**src/common/ofd_pkg.sv**
```systemverilog
// package for the operand field decoder: field layouts, codes, constants
// assumes nothing beyond a systemverilog compiler
package ofd_pkg;
  localparam logic [1:0] MODE_NO_DISP = 2'h0;
  localparam logic [1:0] MODE_DISP8 = 2'h1;
  localparam logic [1:0] MODE_DISP16 = 2'h2;
  localparam logic [1:0] MODE_REG = 2'h3;
  localparam logic [2:0] RM_DIRECT = 3'h6;
  localparam logic [1:0] SEG_EXTRA = 2'h0;
  localparam logic [1:0] SEG_CODE = 2'h1;
  localparam logic [1:0] SEG_STACK = 2'h2;
  localparam logic [1:0] SEG_DATA = 2'h3;
  localparam logic [2:0] PFX_HEAD = 3'h1;
  localparam logic [2:0] PFX_TAIL = 3'h6;
  // register file indices (word view)
  localparam logic [2:0] R_ACC = 3'h0;
  localparam logic [2:0] R_CNT = 3'h1;
  localparam logic [2:0] R_DAT = 3'h2;
  localparam logic [2:0] R_BAS = 3'h3;
  localparam logic [2:0] R_STK = 3'h4;
  localparam logic [2:0] R_FRM = 3'h5;
  localparam logic [2:0] R_SRC = 3'h6;
  localparam logic [2:0] R_DST = 3'h7;
  // status word bit positions
  localparam int SW_OVF = 11;
  localparam int SW_DIR = 10;
  localparam int SW_IEN = 9;
  localparam int SW_STEP = 8;
  localparam int SW_SIGN = 7;
  localparam int SW_ZERO = 6;
  localparam int SW_AUX = 4;
  localparam int SW_PAR = 2;
  localparam int SW_CARRY = 0;
  localparam logic [15:0] SW_MASK = 16'h0fd5;
  localparam logic [15:0] SW_RESET = 16'h0000;
  localparam logic [7:0] COUNT_ONE = 8'h01;
  typedef struct packed {
    logic       dir;
    logic       wide;
    logic       sext;
    logic       cnt_src;
    logic       rep_zero;
    logic       has_imm;
    logic       is_seg_move;
  } ofd_ctl_t;
  typedef enum logic [4:0] {
    ST_IDLE = 5'b00001,
    ST_MODRM = 5'b00010,
    ST_DISP = 5'b00100,
    ST_IMM = 5'b01000,
    ST_DONE = 5'b10000
  } ofd_state_t;
  typedef struct packed {
    logic [15:0] loc;
    logic [15:0] imm;
    logic [2:0]  reg_sel;
    logic [2:0]  rm_sel;
    logic        rm_is_reg;
    logic        reg_is_dst;
    logic        wide;
    logic [1:0]  seg;
    logic        seg_forced;
    logic        illegal;
  } ofd_result_t;
endpackage

```
**src/verilog/ofd_decoder.sv**
```systemverilog
// operand field decoder: walks operand bytes, forms operand location
// assumes byte stream from fetch queue, one byte per valid cycle
// Notes on behaviour
// - sext/width 01 takes two immediate bytes; 11 takes one sign-extended
// - shift count is one when source bit 0, else count low byte
// - repeat continues while zero bit equals repeat-condition bit
// - direction 1 makes reg field the destination, 0 the source
// - width 1 word operation, width 0 byte operation
// - mode 11 treats r/m as register number, no memory operand
// - mode 00 has zero displacement and no displacement bytes, except direct
// - mode 01 takes one displacement byte, sign-extended
// - mode 10 takes two displacement bytes, low first
// - r/m 000-011 use base/frame plus source/destination index
// - r/m 100-111 use source, destination, frame, base alone
// - mode 00 r/m 110 uses two bytes as direct address
// - displacement bytes come right after modrm, before immediate
// - register codes map word regs or low then high byte halves
// - prefix 001 seg 110 overrides segment: extra, code, stack, data
// - status word bit layout, other bits read zero
// - move to code segment register is flagged illegal
// - above/below unsigned, greater/less signed comparisons
//
// Design decisions made here: the plain strobed port and the register addresses.
`timescale 1ns/100ps
module ofd_decoder
  import ofd_pkg::*;
(
  input wire logic clk_sys,
  input wire logic srst,
  input wire logic clk_en,
  input wire logic byte_valid,
  input wire logic [7:0] byte_data,
  output logic byte_ready,
  input wire logic start,
  input wire ofd_ctl_t ctl,
  input wire logic [127:0] regs_flat,
  input wire logic [15:0] status_wdata,
  input wire logic status_we,
  output logic [15:0] status_word,
  input wire logic [3:0] cond_sel,
  output logic cond_true,
  output logic rep_continue,
  output logic [7:0] shift_count,
  output logic [15:0] reg_operand,
  output logic done,
  output ofd_result_t result
);
  ofd_state_t state_q;
  logic [15:0] regs [8];
  logic [1:0] mode_q;
  logic [2:0] reg_q, rm_q;
  logic [15:0] disp_q, imm_q;
  logic [1:0] dcnt_q, icnt_q;
  logic [1:0] seg_q;
  logic seg_forced_q;
  logic [15:0] status_q;
  ofd_ctl_t ctl_q;
  logic [1:0] disp_need, imm_need;
  logic take;
  logic [15:0] base_sum;
  logic [15:0] loc_d;

  always_comb begin
    for (int i = 0; i < 8; i++) begin
      regs[i] = regs_flat[i*16 +: 16];
    end
  end

  // ready only while a byte is owed, so none is popped and dropped
  always_comb begin
    byte_ready = 1'b0;
    if (clk_en && !srst) begin
      if (state_q == ST_MODRM) begin
        byte_ready = 1'b1;
      end else if (state_q == ST_DISP) begin
        byte_ready = (dcnt_q != disp_need);
      end else if (state_q == ST_IMM) begin
        byte_ready = (icnt_q != imm_need);
      end
    end
  end

  assign take = byte_ready && byte_valid;
  assign done = (state_q == ST_DONE);

  // displacement byte count from mode
  always_comb begin
    disp_need = 2'h0;
    if (mode_q == MODE_DISP8) begin
      disp_need = 2'h1;
    end else if (mode_q == MODE_DISP16) begin
      disp_need = 2'h2;
    end else if (mode_q == MODE_NO_DISP && rm_q == RM_DIRECT) begin
      disp_need = 2'h2;
    end else begin
      disp_need = 2'h0;
    end
  end

  // immediate byte count
  always_comb begin
    imm_need = 2'h0;
    if (ctl_q.has_imm) begin
      if (ctl_q.wide && !ctl_q.sext) begin
        imm_need = 2'h2;
      end else begin
        imm_need = 2'h1;
      end
    end
  end

  // byte walk: prefix, modrm, displacement, then immediate
  always_ff @(posedge clk_sys) begin
    if (srst) begin
      state_q <= ST_IDLE;
      mode_q <= 2'h0;
      reg_q <= 3'h0;
      rm_q <= 3'h0;
      disp_q <= 16'h0000;
      imm_q <= 16'h0000;
      dcnt_q <= 2'h0;
      icnt_q <= 2'h0;
      seg_q <= SEG_DATA;
      seg_forced_q <= 1'b0;
      ctl_q <= '0;
    end else if (clk_en) begin
      case (state_q)
        ST_IDLE: begin
          if (start) begin
            ctl_q <= ctl;
            seg_forced_q <= 1'b0;
            disp_q <= 16'h0000;
            imm_q <= 16'h0000;
            dcnt_q <= 2'h0;
            icnt_q <= 2'h0;
            state_q <= ST_MODRM;
          end
        end
        ST_MODRM: begin
          if (take) begin
            if (byte_data[7:5] == PFX_HEAD && byte_data[2:0] == PFX_TAIL) begin
              seg_q <= byte_data[4:3];
              seg_forced_q <= 1'b1;
            end else begin
              mode_q <= byte_data[7:6];
              reg_q <= byte_data[5:3];
              rm_q <= byte_data[2:0];
              state_q <= ST_DISP;
            end
          end
        end
        ST_DISP: begin
          if (dcnt_q == disp_need) begin
            state_q <= (imm_need == 2'h0) ? ST_DONE : ST_IMM;
          end else if (take) begin
            if (dcnt_q == 2'h0) begin
              disp_q <= {{8{byte_data[7]}}, byte_data};
            end else begin
              disp_q[15:8] <= byte_data;
            end
            dcnt_q <= dcnt_q + 2'h1;
          end
        end
        ST_IMM: begin
          if (icnt_q == imm_need) begin
            state_q <= ST_DONE;
          end else if (take) begin
            if (icnt_q == 2'h0) begin
              imm_q <= {{8{byte_data[7]}}, byte_data};
            end else begin
              imm_q[15:8] <= byte_data;
            end
            icnt_q <= icnt_q + 2'h1;
          end
        end
        ST_DONE: begin
          state_q <= ST_IDLE;
        end
        default: begin
          state_q <= ST_IDLE;
        end
      endcase
    end
  end

  // operand location from r/m code
  always_comb begin
    base_sum = 16'h0000;
    case (rm_q)
      3'h0: base_sum = regs[R_BAS] + regs[R_SRC];
      3'h1: base_sum = regs[R_BAS] + regs[R_DST];
      3'h2: base_sum = regs[R_FRM] + regs[R_SRC];
      3'h3: base_sum = regs[R_FRM] + regs[R_DST];
      3'h4: base_sum = regs[R_SRC];
      3'h5: base_sum = regs[R_DST];
      3'h6: base_sum = regs[R_FRM];
      default: base_sum = regs[R_BAS];
    endcase
    if (mode_q == MODE_NO_DISP && rm_q == RM_DIRECT) begin
      loc_d = disp_q;
    end else begin
      loc_d = base_sum + disp_q;
    end
  end

  // byte or word register read
  function automatic logic [15:0] rd_reg(input logic [2:0] code,
                                         input logic wide);
    logic [15:0] w;
    w = regs[{1'b0, code[1:0]}];
    if (wide) begin
      rd_reg = regs[code];
    end else if (code[2]) begin
      rd_reg = {8'h00, w[15:8]};
    end else begin
      rd_reg = {8'h00, w[7:0]};
    end
  endfunction

  always_ff @(posedge clk_sys) begin
    if (srst) begin
      result <= '0;
      reg_operand <= 16'h0000;
    end else if (clk_en && state_q == ST_DISP && dcnt_q == disp_need) begin
      result.loc <= loc_d;
      result.rm_sel <= rm_q;
      result.reg_sel <= reg_q;
      result.rm_is_reg <= (mode_q == MODE_REG);
      result.reg_is_dst <= ctl_q.dir;
      result.wide <= ctl_q.wide;
      result.seg <= seg_forced_q ? seg_q :
                    ((rm_q == 3'h2 || rm_q == 3'h3 ||
                     (rm_q == RM_DIRECT && mode_q != MODE_NO_DISP)) ?
                     SEG_STACK : SEG_DATA);
      result.seg_forced <= seg_forced_q;
      result.illegal <= ctl_q.is_seg_move && ctl_q.dir &&
                        reg_q[1:0] == SEG_CODE;
      reg_operand <= rd_reg(reg_q, ctl_q.wide);
      result.imm <= 16'h0000;
    end else if (clk_en && state_q == ST_IMM && icnt_q == imm_need) begin
      result.imm <= imm_q;
    end
  end

  // status word, unused bits forced to zero
  always_ff @(posedge clk_sys) begin
    if (srst) begin
      status_q <= SW_RESET;
    end else if (clk_en && status_we) begin
      status_q <= status_wdata & SW_MASK;
    end
  end
  assign status_word = status_q;

  always_ff @(posedge clk_sys) begin
    if (srst) begin
      shift_count <= COUNT_ONE;
      rep_continue <= 1'b0;
    end else if (clk_en) begin
      shift_count <= ctl_q.cnt_src ? regs[R_CNT][7:0] : COUNT_ONE;
      rep_continue <= (status_q[SW_ZERO] == ctl_q.rep_zero);
    end
  end

  // branch condition, unsigned above/below and signed greater/less
  logic cf, zf, sf, of_b, pf;
  assign cf = status_q[SW_CARRY];
  assign zf = status_q[SW_ZERO];
  assign sf = status_q[SW_SIGN];
  assign of_b = status_q[SW_OVF];
  assign pf = status_q[SW_PAR];
  always_comb begin
    logic c;
    c = 1'b0;
    case (cond_sel[3:1])
      3'h0: c = of_b;
      3'h1: c = cf;
      3'h2: c = zf;
      3'h3: c = cf | zf;
      3'h4: c = sf;
      3'h5: c = pf;
      3'h6: c = sf ^ of_b;
      default: c = (sf ^ of_b) | zf;
    endcase
    cond_true = c ^ cond_sel[0];
  end

  chk_sext_byte: assert property (@(posedge clk_sys)
    disable iff (srst)
    (clk_en && state_q == ST_IMM && icnt_q == 2'h1 && imm_need == 2'h1)
    |-> imm_q[15:8] == {8{imm_q[7]}})
    else $error("sign extension of immediate wrong");
  chk_shift_one: assert property (@(posedge clk_sys)
    disable iff (srst)
    (clk_en && !ctl_q.cnt_src) |=> shift_count == COUNT_ONE)
    else $error("shift count not one");
  chk_direct_loc: assert property (@(posedge clk_sys)
    disable iff (srst)
    (clk_en && state_q == ST_DISP && dcnt_q == disp_need &&
     mode_q == MODE_NO_DISP && rm_q == RM_DIRECT)
    |=> result.loc == $past(disp_q))
    else $error("direct address wrong");
  chk_no_disp: assert property (@(posedge clk_sys)
    disable iff (srst)
    (state_q == ST_DISP && mode_q == MODE_REG) |-> dcnt_q == 2'h0)
    else $error("register mode took displacement");
  chk_disp8_one: assert property (@(posedge clk_sys)
    disable iff (srst)
    (state_q == ST_DISP && mode_q == MODE_DISP8) |-> dcnt_q <= 2'h1)
    else $error("too many displacement bytes");
  chk_mode0_none: assert property (@(posedge clk_sys)
    disable iff (srst)
    (state_q == ST_DISP && mode_q == MODE_NO_DISP && rm_q != RM_DIRECT)
    |-> dcnt_q == 2'h0 && disp_q == 16'h0000)
    else $error("mode zero displacement not zero");
  chk_status_mask: assert property (@(posedge clk_sys)
    disable iff (srst)
    (status_word & ~SW_MASK) == 16'h0000)
    else $error("reserved status bits set");
  chk_imm_after: assert property (@(posedge clk_sys)
    disable iff (srst)
    (state_q == ST_IMM) |-> dcnt_q == disp_need)
    else $error("immediate before displacement");
  chk_rep_cond: assert property (@(posedge clk_sys)
    disable iff (srst)
    clk_en |=> rep_continue == ($past(status_q[SW_ZERO]) ==
                                $past(ctl_q.rep_zero)))
    else $error("repeat decision wrong");
  chk_ready_owed: assert property (@(posedge clk_sys)
    disable iff (srst)
    (state_q == ST_DISP && dcnt_q == disp_need) |-> !byte_ready)
    else $error("ready raised with no byte owed");
  chk_ready_done: assert property (@(posedge clk_sys)
    disable iff (srst)
    (state_q == ST_DONE || state_q == ST_IDLE) |-> !byte_ready)
    else $error("ready raised outside a decode");
  chk_disp16_two: assert property (@(posedge clk_sys)
    disable iff (srst)
    (state_q == ST_DISP && mode_q == MODE_DISP16) |-> dcnt_q <= 2'h2)
    else $error("too many word displacement bytes");
  chk_disp8_sext: assert property (@(posedge clk_sys)
    disable iff (srst)
    (state_q == ST_DISP && mode_q == MODE_DISP8 && dcnt_q == 2'h1)
    |-> disp_q[15:8] == {8{disp_q[7]}})
    else $error("byte displacement not sign-extended");
  chk_disp_low: assert property (@(posedge clk_sys)
    disable iff (srst)
    (take && state_q == ST_DISP && dcnt_q == 2'h0)
    |=> disp_q[7:0] == $past(byte_data))
    else $error("displacement low byte lost");
  chk_disp_high: assert property (@(posedge clk_sys)
    disable iff (srst)
    (take && state_q == ST_DISP && dcnt_q == 2'h1)
    |=> disp_q[15:8] == $past(byte_data))
    else $error("displacement high byte lost");
  chk_imm_low: assert property (@(posedge clk_sys)
    disable iff (srst)
    (take && state_q == ST_IMM && icnt_q == 2'h0)
    |=> imm_q[7:0] == $past(byte_data))
    else $error("immediate low byte lost");
  chk_reg_mode: assert property (@(posedge clk_sys)
    disable iff (srst)
    (clk_en && state_q == ST_DISP && dcnt_q == disp_need)
    |=> result.rm_is_reg == ($past(mode_q) == MODE_REG))
    else $error("register mode flag wrong");
  chk_dir_field: assert property (@(posedge clk_sys)
    disable iff (srst)
    (clk_en && state_q == ST_DISP && dcnt_q == disp_need)
    |=> result.reg_is_dst == $past(ctl_q.dir))
    else $error("direction of register field wrong");
  chk_width_sel: assert property (@(posedge clk_sys)
    disable iff (srst)
    (clk_en && state_q == ST_DISP && dcnt_q == disp_need)
    |=> result.wide == $past(ctl_q.wide))
    else $error("operand width wrong");
  chk_code_seg: assert property (@(posedge clk_sys)
    disable iff (srst)
    (clk_en && state_q == ST_DISP && dcnt_q == disp_need &&
     ctl_q.is_seg_move && ctl_q.dir && reg_q[1:0] == SEG_CODE)
    |=> result.illegal)
    else $error("move to code segment not flagged");
  chk_seg_prefix: assert property (@(posedge clk_sys)
    disable iff (srst)
    (take && state_q == ST_MODRM && byte_data[7:5] == PFX_HEAD &&
     byte_data[2:0] == PFX_TAIL) |=> seg_forced_q)
    else $error("segment prefix not seen");
endmodule
```
**config.mk**
```make
export PLATFORM = sky130hd
export DESIGN_NAME = ofd_decoder
export DESIGN_NICKNAME = d
export VERILOG_FILES = /design/src/common/ofd_pkg.sv /design/src/verilog/ofd_decoder.sv
export SDC_FILE = /design/constraint.sdc
export NUM_CORES = 1
export LEC_CHECK = 0
export BUFFER_PORTS_ARGS = -buffer_cell sky130_fd_sc_hd__buf_2
export CORE_ASPECT_RATIO = 0.5
export CORE_UTILIZATION = 50
export DETAILED_ROUTE_END_ITERATION = 6
export PLACE_DENSITY = 0.76
export REMOVE_ABC_BUFFERS = 1
export SLEW_MARGIN = 20
export SYNTH_ARGS = -nofsm -noshare
export SYNTH_HDL_FRONTEND = slang
export SYNTH_SLANG_ARGS = --single-unit
```
**constraint.sdc**
```tcl
create_clock -name clk_sys -period 6.2 [get_ports clk_sys]
set_clock_uncertainty 0.05 [all_clocks]
set_input_delay 0.31 -clock clk_sys [delete_from_list [all_inputs] [get_ports clk_sys]]
set_output_delay 0.31 -clock clk_sys [all_outputs]
set_load 0.01 [all_outputs]
```
==> After elaboration in Yosys (flattened, before gate mapping) <==
Cells that the tools add are included.
{ "word_totals": {"ff_bits": 138, "inputBits": 169, "word_cells": 178} }
{ "classes": {"add_sub_neg": 7, "magnitude_cmp": 2, "eq_ne": 40, "mux": 52, "bitwise": 7, "n_reduce_logical": 37} }
{ "ops": {"columns": ["cell", "count"], "rows": [
  ["16-bit two-way mux", 11],
  ["16-bit one-hot mux with 7 select lines", 1],
  ["16-bit binary-select mux with 3-bit select", 2],
  ["16-bit adder", 5],
  ["16-bit one-hot mux with 2 select lines", 2],
  ["8-bit two-way mux", 4],
  ["5-bit two-way mux", 6],
  ["2-bit two-way mux", 11],
  ["3-bit == test, second input constant", 7],
  ["5-bit one-hot mux with 4 select lines", 1],
  ["2-bit != test, second input constant", 9],
  ["6-bit AND reduction", 3],
  ["5-bit AND reduction", 3],
  ["7-bit two-way mux", 2],
  ["1-bit logical AND", 13],
  ["3-bit by 2-bit == test with 1-bit output, second input constant", 4],
  ["3-bit by 1-bit == test with 1-bit output, second input constant", 3],
  ["4-bit greater-or-equal comparator, second input constant", 2],
  ["2-bit logical NOT", 4],
  ["1-bit two-way mux", 8],
  ["2-bit one-hot mux with 2 select lines", 2],
  ["4-bit AND reduction", 2],
  ["2-bit nonzero test", 4],
  ["1-bit one-hot mux with 7 select lines", 1],
  ["23 further kinds", 35]
]} }

==> Logic depth before layout (Yosys ltp) <==
{ "depth": {"word_depth": 13, "ltp_mapped": 26} }

==> Least setup slack after synthesis <==
Ideal clock, no wire load.
{ "synth_path": {"path_kind": "register -> register", "startpoint": "register rm_q[1]", "endpoint": "register result[43] (netlist bit)", "setup_time_ns": 0.086, "arrival_time_ns": 5.154, "t_required_ns": 6.064, "slack_ns": 0.911, "path_stages_with_launch": 26, "n_path_buf": 2, "path_cell_list": "dfxtp_1 > nor2_1 > and2_1 > clkbuf_1 > clkbuf_1 > mux2_2 > ha_1 > inv_1 > fa_1 > nor2b_1 > o21ai_0 > a21boi_0 > o21ai_0 > nand2b_1 > a21o_1 > a211oi_1 > nor3_1 > a311oi_1 > a211oi_1 > ha_1 > a21o_1 > a311o_1 > a2111oi_1 > nor3_1 > or3b_1 > a211oi_1"} }
{ "synth_between": {"elab_chain_len": 7, "word_cells_on_any_way": 16, "classes_between": "1 x add/sub; 7 x eq/ne; 5 x mux; 3 x reduce/logical"} }
{ "synth_lines": {"columns": ["item", "line_no", "rtl"], "rows": [
  ["start, declared", "ofd_decoder.sv:51", "logic [2:0] reg_q, rm_q;"],
  ["start signal, assigned", "ofd_decoder.sv:147", "rm_q <= byte_data[2:0];"],
  ["parallel branches: the longest is 7 deep, another holds 16-bit adder", null, null],
  ["end, declared", "ofd_decoder.sv:46", "output ofd_result_t result"]
]} }
Several ways; the timed one is not identified.
A chain may end at the register's enable or synchronous reset.

==> Worst setup path in the final report <==
Same ends and word-level chain as after synthesis.

==> flow_metrics.tcl <==
set metrics [dict create \
    yosysTopAreaCell "dfxtp_1" \
    cts_made_buffers 17 \
    drv_slew 0 \
    area_delta_synth_final_pct 20.6 \
    synth_xor_area_share_pct 2.82 \
    synthCells 1133 \
    rows 35 \
    post_cts_buffers 0 \
    synth_edf_count 0 \
    start_util_pct 51.8 \
    synth-compound-area-share_pct 20.2 \
    post-route-drc-count 0 \
    grt_use_total_pct 30.9 \
    power_leakage_nw 4.96 \
    setup_tns_ns 0 \
    worst_ep_required_time_ns 6.50 \
    core_area_um2 18600 \
    rsz0062_at_grt "false" \
    crit_path_start_kind "flip-flop" \
    synth_most_common_cell "dfxtp_1" \
    synth_top_family_by_area "compound AO/OA/AOI/OAI gates" \
    period_needed_ns 5.67 \
    yosysWarnings 0 \
    hold_viol_final 0 \
    drt_iter0_drc 839 \
    fillers 1645 \
    synthSimpleGateAreaFrac_pct 17.6 \
    ys_top_cells_by_area "dfxtp_1 (29%), mux4_2 (8.0%), ha_1 (6.8%), mux2i_1 (5.3%), mux2_2 (5.3%)" \
    power.density_nw_per_um2 210 \
    nets 1564 \
    yosys.area_share.adder_pct 7.38 \
    worst_pin_slew_ns 0.962 \
    clk_latency_ns 0.44 \
    max_freq_ghz 0.176 \
    final.period_utilization_pct 91.5 \
    ys_types 66 \
    relSlewSlack_pct 35.9 \
    port_buffers 243 \
    place_inst 1580 \
    grt_pass1_wl_um 47500 \
    die_width_um 198 \
    gp_congestion 0.958 \
    synth_async_sr_flop_share_pct 0 \
    drv_cap 0 \
    drive_gt1_share_pct 28.2 \
    routed-via-count 9665 \
    wire_per_inst_um 19.2 \
    setup_violations 0 \
    final_core_util_pct 62.4 \
    hp-class "in -> reg" \
    vias_per_cell 6.00 \
    ys_ff_latch 138 \
    layoutNonFillerInstCount 1612 \
    dp_hpwl_um 23100 \
    ant_nets 0 \
    cts.repair.resized 0 \
    muxShareOfSynthArea_pct 18.7 \
    antenna_found_initial 0 \
    num_antenna_cells 0 \
    synth_top_area_share_pct 28.7 \
    cp_max_fo 9 \
    synthFlopType "dfxtp_1" \
    crit_type "reg -> reg" \
    clkTransAtPathRegs_ns 0.07 \
    endpoint_kind "flip-flop" \
    cts_sinks 138 \
    peakVddDrop_mv 0.187 \
    grt_max_degree 61 \
    synth.top_cells.by_count "dfxtp_1 (138), nor2_1 (127), nand2_1 (115)" \
    outcome "complete, no violations" \
    overflow 0 \
    pin_count 258 \
    p_total_mw 2.44 \
    dieHeight_um 100 \
    routed_wirelength_um 31000 \
    htree_levels 4 \
    dieArea_um2 19900 \
    ctsLongestPathBuffers 2 \
    root_buffer "clkbuf_16" \
    grt_pass1_vias 9161 \
    cts-hold-fix-buffers 0 \
    ys_seq_area_share_pct 28.7 \
    first_pass_iters 5 \
    netlist_area_um2 9630 \
    critical_path_arrival_ns 5.97 \
    avgSynthCellArea_um2 8.50 \
    cts_tree "done" \
]
critical path, stage by stage (launching register included):
cell	delay (ns)
dfxtp_1	0.34
nor2_1	0.12
buf_4	0.15
and2_2	0.32
mux2_2	0.37
ha_1	0.19
inv_1	0.08
fa_1	0.21
nor2b_1	0.06
o21ai_0	0.23
a21boi_0	0.13
o21ai_0	0.32
nand2b_1	0.16
a21o_1	0.20
a211oi_1	0.21
nor3_1	0.07
a311oi_1	0.38
a211oi_1	0.12
ha_1	0.25
a21o_1	0.20
a311o_1	0.34
a2111oi_1	0.45
nor3_1	0.09
or3b_1	0.35
a211oi_1	0.18
registers in the layout (all words and copies together), names as in the netlist:
register,flops
seg_q,2
status_word,9
dcnt_q,2
icnt_q,2
ctl_q,7
state_q,5
seg_forced_q,1
result,45
disp_q,16
reg_operand,16
rm_q,3
reg_q,3
rep_continue,1
imm_q,16
shift_count,8
mode_q,2
per-stage QoR:
step | setup WS [ns] | cell area, um2 | hold slack (ns)
after global placement | 0.739 | 11000 | 0.381
after CTS | 0.510 | 11600 | 0.0574
after floorplan | 0.544 | 9350 | 0.329
after detailed placement | 0.569 | 11000 | 0.382
after global routing | 0.0622 | 11600 | 0.0611
final | 0.528 | 11600 | 0.0621
worst paths after layout:
path,from,endpoint,slack (ns),depth (start not counted)
setup / recovery,rm_q[1]$_SDFFE_PP0P_,result[43]$_SDFFE_PP0P_,0.53,24
hold / removal,ctl[0],ctl_q[0]$_SDFFE_PP0P_,0.06,3
setup reg to reg,rm_q[1]$_SDFFE_PP0P_,result[43]$_SDFFE_PP0P_,0.53,24
hold reg to reg,result[4]$_SDFFE_PP0P_,result[4]$_SDFFE_PP0P_,0.39,2
power breakdown:
group | total (mW) | leakage (nW) | switching [mW] | internal, mW
registers | 0.902 | 1.11 | 0.00827 | 0.893
clock network | 1.08 | 0.300 | 0.492 | 0.585
logic | 0.461 | 3.55 | 0.261 | 0.201
total | 2.44 | 4.96 | 0.761 | 1.68
layer usage:
metal / wire length [um] / global-route usage (%) / vias to the layer above
met5: 0 / 0 / -
met2: 14200 / 50.4 / 437
li1: - / - / 4570
met1: 13800 / 41.7 / 4604
met3: 2510 / 6.15 / 54
met4: 508 / 8.71 / 0
area by class of cell:
cell class                 count  area, um2  share of cell area [%]
multi-input combinational    891       6460                    55.6
sequential                   138       2770                    23.8
timing repair buffer         256       1320                    11.3
clock buffer                  17        425                    3.66
tap                          259        324                    2.79
clock inverter                15        191                    1.65
inverter                      36        135                    1.16
logic make-up after synthesis:
kind of cell               Yosys count
AOI/OAI and AO/OA                  296
xor gates and xnor gates            31
adders and majority gates           55
buffers and inverters              110
DFF                                138
muxes                              131
other                                1
and+or+nand+nor                    371
layout by cell type, fill, tap and decap left out, types with 5 or more instances in the layout:
master     instances
or3_1              7
nor2b_1           14
inv_8              7
buf_4             14
xnor2_1           21
a22o_1             8
o221ai_1          11
nor3_1            31
mux4_2            34
dfxtp_1          136
buf_2            242
clkbuf_16         17
a211o_1            7
mux2_2            45
a21o_1            14
a311oi_1           9
xor2_1            10
nand2b_1          11
inv_1             36
o22ai_1           11
a31oi_1            5
and3_1             6
ha_1              52
nand3_1           26
conb_1             7
a22oi_1           10
nor2_1           127
a21oi_1           97
o211ai_1          20
a211oi_1          25
o21ai_0           36
nand2_1          115
o21a_1             9
mux2i_1           51
Power figures use the tool's default switching activity.
